`config.mk`:
```
export PLATFORM = sky130hd
export DESIGN_NAME = bsi_slot
export DESIGN_NICKNAME = d
export VERILOG_FILES = /design/src/hdl/bsi_pkg.sv /design/src/hdl/bsi_slot.sv /design/src/hdl/bsi_word_mem.sv
export SDC_FILE = /design/constraint.sdc
export NUM_CORES = 2
export LEC_CHECK = 0
export BUFFER_PORTS_ARGS = -buffer_cell sky130_fd_sc_hd__buf_2
export CAP_MARGIN = 20
export CORE_ASPECT_RATIO = 1.2
export CORE_MARGIN = 1
export CORE_UTILIZATION = 55
export DETAILED_ROUTE_END_ITERATION = 16
export HOLD_SLACK_MARGIN = 0.05
export PLACE_DENSITY = 0.71
export RECOVER_POWER = 50
export SLEW_MARGIN = 20
export SYNTH_ARGS = -nofsm -noshare
export SYNTH_HDL_FRONTEND = slang
export SYNTH_SLANG_ARGS = --single-unit
```
`constraint.sdc`:
```
create_clock -name ref_clk_in -period 7.1 [get_ports ref_clk_in]
set_clock_uncertainty 0.1 [all_clocks]
set_input_delay 0.355 -clock ref_clk_in [delete_from_list [all_inputs] [get_ports ref_clk_in]]
set_output_delay 0.355 -clock ref_clk_in [all_outputs]
set_load 0.1 [all_outputs]
```
`src/hdl/bsi_pkg.sv`:
```
/*
 Shared constants for the backplane slot interface: bus widths, slot decode
 field, interrupt level assignments and acknowledge timing.
 Assumes a single 10 MHz clock and synchronous backplane inputs.
*/
package bsi_pkg;
    localparam int ADDR_W      = 22;            // Word address lines
    localparam int DATA_W      = 16;            // Data lines, bit 15 is MSB
    localparam int SLOT_W      = 4;             // Slot identity width
    localparam int SLOT_LSB    = 18;            // Index of line 19 within 1-based lines
    localparam int LOCAL_W     = 18;            // 256k words per card
    localparam int MEM_AW      = 8;             // Implemented local words
    localparam int IRQ_LEVELS  = 7;             // Request lines
    localparam int LVL_ACQ     = 1;             // Acquisition busy/done
    localparam int LVL_OVLD    = 2;             // Channel input overload
    localparam int LVL_KNOB    = 3;             // Rotary knob change
    localparam int LVL_KEYS    = 4;             // Keyboard
    localparam int LVL_IBUS    = 5;             // Instrument bus interface
    localparam int LVL_TIMER   = 6;             // Processor timer (host-side source)
    localparam int CLK_NS      = 100;           // Clock period
    localparam int ACK_LAT_NS  = 200;           // Least time from strobe to ack
    localparam int ACK_LAT_CYC = (ACK_LAT_NS + CLK_NS - 1) / CLK_NS;
    localparam logic [DATA_W-1:0] DATA_RST = 16'h0000; // Data-out register reset value
    localparam logic [MEM_AW-1:0] RUN_WORD = 8'hFF;    // Local word holding run bit
    localparam int    RUN_BIT  = 0;             // Run bit inside that word
    typedef enum logic [1:0] {BSI_IDLE, BSI_WAIT, BSI_ACK} bsi_state_e;
endpackage : bsi_pkg

```
`src/hdl/bsi_slot.sv`:
```
/*
 Plug-in card end of the backplane bus: slot decode, word/byte transfers,
 open-collector interrupt requests with a daisy chain, trigger and run lines.
 A fixed-latency sequencer answers each selected cycle that has a byte strobe with a transfer acknowledge; a 256-word store
 stands in for the card's local space and is aliased over the whole window.
 Open-collector pins are a constant low level plus a pull enable, so the
 board wiring resolves the shared lines.
 Assumes the host keeps its strobe protocol and that all inputs are
 synchronous to ref_clk_in. The host's bus-fault timer is outside this
 block; a cycle that this card refuses is ended by that timer.
 Strobe, address and direction must stand steady from the taking edge
 until the strobe is negated.
*/
// Overview of operation
// - Answer only when upper address equals slot
// - Memory mapped, twenty-two word address lines
// - Sixteen data bits, bit fifteen most significant
// - Open-collector low requests, level seven highest
// - Fixed level per event source
// - Chain enable in, forwarded enable out
// - Group trigger command sets trigger flag
// - Run level from control bit, low stops
// - Selected card pulls transfer acknowledge low
`timescale 1ns/1ns
module bsi_slot
    import bsi_pkg::*;
(
    input  wire logic                     ref_clk_in,               // 10 MHz clock
    input  wire logic                     arst_n_in,                // Async reset, low
    input  wire logic [SLOT_W-1:0]        slot_id_in,               // Slot identity strap
    input  wire logic [bsi_pkg::ADDR_W:1] word_address_lines_in,    // Word address
    input  wire logic [DATA_W-1:0]        bus_data_lines_in,        // Data from bus
    output logic      [DATA_W-1:0]        bus_data_lines_out,       // Data to bus
    output logic                          bus_data_lines_oe_out,    // Data drive enable
    input  wire logic                     addr_strobe_n_in,         // Address strobe
    input  wire logic                     upper_byte_strobe_n_in,   // Upper byte strobe
    input  wire logic                     lower_byte_strobe_n_in,   // Lower byte strobe
    input  wire logic                     read_not_write_in,        // High = read
    output logic                          transfer_ack_n_out,       // Always low when driven
    output logic                          transfer_ack_oe_out,      // Ack pull enable
    input  wire logic [IRQ_LEVELS:1]      event_in,                 // Event pulses per level
    output logic      [IRQ_LEVELS:1]      irq_level_lines_n_out,    // Always low when driven
    output logic      [IRQ_LEVELS:1]      irq_level_lines_oe_out,   // Request pull enables
    input  wire logic                     irq_chain_enable_in,      // Chain enable in
    output logic                          irq_chain_enable_out,     // Chain enable out
    input  wire logic                     irq_ack_n_in,             // Interrupt acknowledge
    input  wire logic                     group_trigger_cmd_in,     // Group execute trigger seen
    input  wire logic                     group_trigger_clr_in,     // Clear trigger flag
    output logic                          group_trigger_flag_out,   // Group trigger flag
    output logic                          acquire_run_level_out     // High run, low stop
);
    import bsi_pkg::*;

    // Sequencer state and its latency counter
    bsi_state_e         state_q, state_d;
    logic [1:0]         wait_q;
    logic [IRQ_LEVELS:1] pend_q;
    // Miscellaneous line registers
    logic               trig_q;
    logic               run_q;
    // Registered read data from the local store
    logic [DATA_W-1:0]  rdata;

    // Slot match on the top four word address lines
    wire                slot_hit  = word_address_lines_in[ADDR_W -: SLOT_W] == slot_id_in;
    // Only the low word lines reach the store; the rest alias on purpose
    wire [MEM_AW-1:0]   word_idx  = word_address_lines_in[MEM_AW:1];
    // A cycle for this card needs the strobe and a matching slot
    wire                cyc       = !addr_strobe_n_in && slot_hit;
    // Byte lanes, upper strobe in bit one
    wire [1:0]          lanes     = {!upper_byte_strobe_n_in, !lower_byte_strobe_n_in};
    wire                any_lane  = |lanes;

    // Latency reached: the edge that commits data and enters acknowledge
    wire                wait_done = state_q == BSI_WAIT
                                    && wait_q == 2'(ACK_LAT_CYC - 1);
    wire                answering = state_q == BSI_ACK;
    // Writes land once, so a long strobe never repeats a byte-lane write
    wire                do_write  = wait_done && !read_not_write_in;
    wire [1:0]          mem_we    = do_write ? lanes : 2'b00;
    // The run bit rides on the lower lane of one fixed control word
    wire                run_wr    = do_write && word_idx == RUN_WORD && lanes[0];
    // Read data refreshed every wait cycle, so the last fetch stands at ack
    wire                rd_load   = state_q == BSI_WAIT && read_not_write_in;

    // Local store; its read port is registered, hence the fixed latency

    bsi_word_mem u_mem (
        .ref_clk_in (ref_clk_in),
        .addr_in    (word_idx),
        .we_in      (mem_we),
        .wdata_in   (bus_data_lines_in),
        .rdata_out  (rdata)
    );

    // Cycle sequencer: wait a fixed latency, acknowledge, hold until strobe drops.
    // A cycle that loses its strobe or slot while waiting is dropped with no
    // acknowledge, leaving the host's fault timer to end it; if that happens in
    // the last wait cycle, the write still lands.
    always_comb
    begin
        state_d = state_q;
        unique case (state_q)
            BSI_IDLE:
            begin
                if (cyc && any_lane)
                    state_d = BSI_WAIT;
            end
            BSI_WAIT:
            begin
                if (!cyc)
                    state_d = BSI_IDLE;
                else if (wait_done)
                    state_d = BSI_ACK;
            end
            BSI_ACK:
            begin
                // Ack holds until the host negates the strobe
                if (addr_strobe_n_in)
                    state_d = BSI_IDLE;
            end
        endcase
    end

    // State register; the wait counter restarts on every new cycle
    always_ff @(posedge ref_clk_in or negedge arst_n_in)
    begin
        if (!arst_n_in)
        begin
            state_q <= BSI_IDLE;
            wait_q  <= 2'h0;
        end
        else
        begin
            state_q <= state_d;
            wait_q  <= (state_q == BSI_WAIT) ? wait_q + 2'h1 : 2'h0;
        end
    end

    // Ack is an open-collector pull, only while the cycle is answered
    assign transfer_ack_n_out  = 1'b0;
    assign transfer_ack_oe_out = answering;

    // Data drive only for a selected read. Both lanes are driven on a read;
    // the host ignores the lane it did not strobe, which keeps the mux small.
    always_ff @(posedge ref_clk_in or negedge arst_n_in)
    begin
        if (!arst_n_in)
            bus_data_lines_out <= DATA_RST;
        else if (rd_load)
            bus_data_lines_out <= rdata;
    end
    // Enable drops with the strobe at once, before ack is released
    assign bus_data_lines_oe_out = answering && read_not_write_in
                                   && !addr_strobe_n_in;

    // Sticky requests per level; a new event beats the acknowledge clear.
    // Only the highest pending level of this card clears per acknowledge,
    // so lower requests stay up and are served on later acknowledges.
    wire ack_take = !irq_ack_n_in && irq_chain_enable_in;
    genvar l;
    generate
        for (l = 1; l <= IRQ_LEVELS; l++)
        begin : g_irq
            // Levels above this one still pending on this card
            wire higher = |(pend_q >> l);
            wire clr    = ack_take && pend_q[l] && !higher;           // Highest only
            always_ff @(posedge ref_clk_in or negedge arst_n_in)
            begin
                if (!arst_n_in)
                begin
                    pend_q[l] <= 1'b0;
                end
                else
                begin
                    pend_q[l] <= event_in[l] | (pend_q[l] & !clr);
                end
            end
            // Pull the shared line only while this level is pending
            assign irq_level_lines_n_out[l]  = 1'b0;
            assign irq_level_lines_oe_out[l] = pend_q[l];
        end
    endgenerate

    // Chain passes enable on only when this card is not claiming the acknowledge.
    // Combinational on purpose: a registered chain would add a cycle per card
    // and could let two cards take the same acknowledge.
    assign irq_chain_enable_out = irq_chain_enable_in && !(|pend_q);

    // Group trigger flag: set wins over clear, so a command arriving with a
    // clear is never lost
    always_ff @(posedge ref_clk_in or negedge arst_n_in)
    begin
        if (!arst_n_in)
            trig_q <= 1'b0;
        else
            trig_q <= group_trigger_cmd_in | (trig_q & !group_trigger_clr_in);
    end
    assign group_trigger_flag_out = trig_q;

    // Run bit lives in a control word; reset leaves acquisition stopped.
    // The bit is write-only here: reads of that word return the store copy.
    always_ff @(posedge ref_clk_in or negedge arst_n_in)
    begin
        if (!arst_n_in)
            run_q <= 1'b0;
        else if (run_wr)
            run_q <= bus_data_lines_in[RUN_BIT];
    end
    assign acquire_run_level_out = run_q;
endmodule : bsi_slot

```
`src/hdl/bsi_word_mem.sv`:
```
/*
 Small word memory behind the slot: byte-lane writes, registered read data.
 Assumes the caller qualifies every access.
*/
`timescale 1ns/1ns
module bsi_word_mem
    import bsi_pkg::*;
(
    input  wire logic              ref_clk_in,    // System clock
    input  wire logic [MEM_AW-1:0] addr_in,       // Word index
    input  wire logic [1:0]        we_in,         // Byte write enables, [1]=upper
    input  wire logic [DATA_W-1:0] wdata_in,      // Write data
    output logic      [DATA_W-1:0] rdata_out      // Registered read data
);
    logic [DATA_W-1:0] mem [0:(1<<MEM_AW)-1];

    // Each lane written only under its own strobe
    genvar g;
    generate
        for (g = 0; g < 2; g++)
        begin : g_lane
            always_ff @(posedge ref_clk_in)
            begin
                if (we_in[g])
                    mem[addr_in][g*8 +: 8] <= wdata_in[g*8 +: 8];
            end
        end
    endgenerate

    // Read port registered so data meets the output flops directly
    always_ff @(posedge ref_clk_in)
    begin
        rdata_out <= mem[addr_in];
    end
endmodule : bsi_word_mem

```
==> results.rst <==
.. list-table::
   :header-rows: 1

   * - Metric
     - Value
   * - Initial antenna violation count
     - 22
   * - Worst reg2reg path startpoint
     - state_q[1]
   * - Hold Slack
     - 126 ps
   * - Post-detailed-route count of antenna-violating nets
     - 0
   * - Reg2reg path depth
     - 8
   * - Root buf cell
     - clkbuf_16
   * - Setup Viol. Count Final
     - 0
   * - Maximum frequency from static timing analysis
     - 187 MHz
   * - Buffer levels on the longest clock path
     - 4
   * - Slowest cell on crit path
     - clkbuf_1
   * - Path category of the worst min-delay check
     - in -> reg
   * - Routability-driven placement congestion ratio
     - 0.836
   * - Standard-cell row count
     - 215
   * - Starting utilization of the core area
     - 55.2%
   * - Kind of cell with the highest combined delay on the critical path
     - buffers and inverters
   * - Peak supply drop
     - 0.198 mV
   * - Max Cap Viol
     - 22
   * - Clock latency at the later pin of the worst-skew pair
     - 890 ps
   * - Ratio of cells with drive above 1 in the final layout
     - 23.7%
   * - Detailed Place HPWL
     - 211000 microns
   * - End of the worst register-to-register path
     - u_mem.mem[143][11]
   * - Final Max Slew Viols
     - 1955
   * - Start-to-end type of the worst setup path
     - in -> reg
   * - Worst setup startpoint
     - bus_data_lines_in[8]
   * - Worst slew margin relative to its limit
     - -295%
   * - Async set-or-reset flop fraction in the synthesized netlist
     - 0.700%
   * - First-iteration detailed-routing DRC count
     - 9820
   * - CP max FO
     - 97
   * - Leakage component of the power
     - 52.8 nW
   * - Reg clk slew, reported paths
     - 60 ps
   * - Die Width
     - 491 microns
   * - End-of-flow core utilization
     - 61.2%
   * - Final WL
     - 372000 microns
   * - Required time of the worst setup path
     - 7450 ps
   * - Slew of the pin with the lowest slew margin
     - 5930 ps
   * - Synthesized instance count
     - 7141
   * - Final layout net count
     - 7391
   * - Setup Total Neg Slack
     - 0 ps
   * - Synth Cell Area
     - 0.158 sq mm
   * - Setup repair after global routing missed its margin
     - false
   * - Cells along the critical path
     - dlygate4sd3_1 -> clkbuf_1 -> clkbuf_2
   * - Final hold violations
     - 0
   * - Flip-flop and latch count after synthesis
     - 4141
   * - Routed length per instance
     - 32.5 microns
   * - Total congestion overflow after global routing
     - 0
   * - Number of levels the H-tree was split into
     - 5
   * - Die boundary height
     - 589 microns
   * - Number of buffers inserted during clock tree synthesis
     - 372
   * - Flop-to-flop setup slack
     - 2730 ps
   * - Warning count from the yosys run
     - 0
   * - CTS sink count
     - 4141
   * - Area growth, synth to finish
     - 10.8%
   * - DRC violation count after routing
     - 56
   * - Post-route clock period utilization
     - 75.3%
   * - Area of the die
     - 0.289 sq mm
   * - Count of flip-flops with a built-in enable after synthesis
     - 4096
   * - Arrival time of the worst setup path
     - 5700 ps
   * - Outcome
     - finished, violations left
   * - Number of placed I/O pins
     - 95
   * - Post-layout min period
     - 5350 ps
   * - Last element of the critical path
     - u_mem.mem[103][8]
   * - TritonCTS clock tree
     - done
   * - Main synth FF type
     - edfxtp_1
   * - Buffers & Inverters on Critical Path
     - 3
   * - Crit path capture type
     - flop
   * - Worst Setup Start Kind
     - input port
   * - Number of detailed-route iterations in the first pass
     - 13
   * - Core region area
     - 0.286 sq mm
   * - PortBufs
     - 76
   * - Wire length of the first global-routing pass
     - 538000 microns
   * - Number of stages on the worst setup path
     - 3
   * - Violated checks
     - DRC, capacitance limit, slew limit
   * - Via density
     - 6.63
   * - Proportion of synthesized chip area in sequential cells
     - 78.6%
   * - Pin count of the biggest net entering global routing
     - 174
   * - Average instance area after synthesis
     - 22.1 sq um
   * - Via count of the first global-routing pass
     - 76617
   * - Via count
     - 75766
   * - GRT Resource Usage Total
     - 25.7%
   * - PD cells
     - 282 mW/mm^2
   * - Number of gates resized after CTS
     - 0
   * - Critical path's largest stage delay
     - 3110 ps
   * - Worst hold path stage count
     - 5
   * - Unique masters post-synth
     - 37
==> where the power goes <==
part           leakage, nW  switching (mW)  internal [mW]
clock                 5.76            8.64           11.0
combinational         9.72            1.84          0.800
sequential            37.3           0.106           27.0
==> kinds of logic after synthesis <==
family | Yosys count | synth area share (%)
flops | 4141 | 78.6
other cells | 1 | 0.00238
compound gates | 843 | 3.65
buf+inv | 472 | 1.30
xor+xnor | 4 | 0.0222
simple gates | 634 | 1.61
mux | 1042 | 14.7
fa+ha+maj | 4 | 0.0317
==> what timing repair did <==
action                                 CTS  global route
buffers inserted                         0             0
hold buffers                            41             1
endpoints found under the hold margin  799            56
==> final cells by class <==
cell class	instances	area, sq um
antenna	4	10.0
timing repair buffer	271	2320
sequential	4141	124000
fill	18989	111000
tap	3797	4750
clock inverter	214	1860
clock buffer	456	9920
multi-input combinational	2535	31900
inverter	7	26.3
==> tightest hold or removal path, cell delays in order <==
cell and delay (ps):
buf_2 140, nor2_2 50, buf_4 240, o41ai_1 160, nand4_1 90
==> flip-flops by register name, indices dropped and copies added (netlist names) <==
register                count
group_trigger_flag_out      1
irq_level_lines_oe_out      6
g_irq.higher                1
state_q                     2
u_mem.rdata_out            16
u_mem.mem                4096
wait_q                      2
acquire_run_level_out       1
bus_data_lines_out         16
==> Yosys cell counts (7+ instances only) <==
cell type | n | area (sq um)
nor2_1 | 522 | 1960
buf_4 | 22 | 165
a21oi_1 | 256 | 1280
nand2_1 | 29 | 109
mux4_2 | 1024 | 23100
nand3_1 | 32 | 160
buf_1 | 55 | 206
a22oi_1 | 512 | 3840
nand2b_1 | 10 | 62.6
edfxtp_1 | 4096 | 123000
nor2b_1 | 8 | 50.1
nand4_1 | 24 | 150
dfrtp_1 | 29 | 726
dfxtp_1 | 16 | 320
o41ai_1 | 64 | 561
clkbuf_1 | 280 | 1050
inv_1 | 7 | 26.3
buf_2 | 98 | 490
mux2_2 | 17 | 191
buf_6 | 10 | 113
==> how the worst min path moves through the flow <==
stage                                        start                   endpoint
after detailed placement                 arst_n_in  irq_level_lines_oe_out[6]
final                     word_address_lines_in[7]        u_mem.rdata_out[13]
after global routing      word_address_lines_in[7]         u_mem.rdata_out[1]
after floorplan                          arst_n_in      acquire_run_level_out
after global placement                   arst_n_in  irq_level_lines_oe_out[4]
after CTS                 word_address_lines_in[7]         u_mem.rdata_out[1]
==> cell usage in the layout (no fill, tap or decap), types with 59 or more instances in the layout <==
cell       Yosys  final
a22oi_1      512    512
clkbuf_16      0    384
clkbuf_1     280    110
o41ai_1       64     59
edfxtp_1    4096   4096
a21oi_1      256    256
nor2_1       522    519
mux4_2      1024   1024
clkinv_2       0     72
clkinv_1       0     77
buf_4         22    110
==> per-stage QoR <==
stage                     area (sq um)  power, mW  worst slack, ps  instances
after global routing            175000       50.5             1400      11423
after floorplan                 158000       29.1             3920       7148
after CTS                       175000       49.5             2820      11415
after global placement          163000       30.1             2550      10704
after detailed placement        163000       30.2             2520      10704
final                           175000       49.4             1750      11425
==> routing by layer <==
metal / GRT usage, % / share of wire (%)
met1: 35.3 / 37
met2: 41.9 / 50
met5: 0 / 0.021
met4: 8.56 / 3.5
met3: 4.72 / 9.9
No activity file was read; power rests on OpenSTA's default activity.
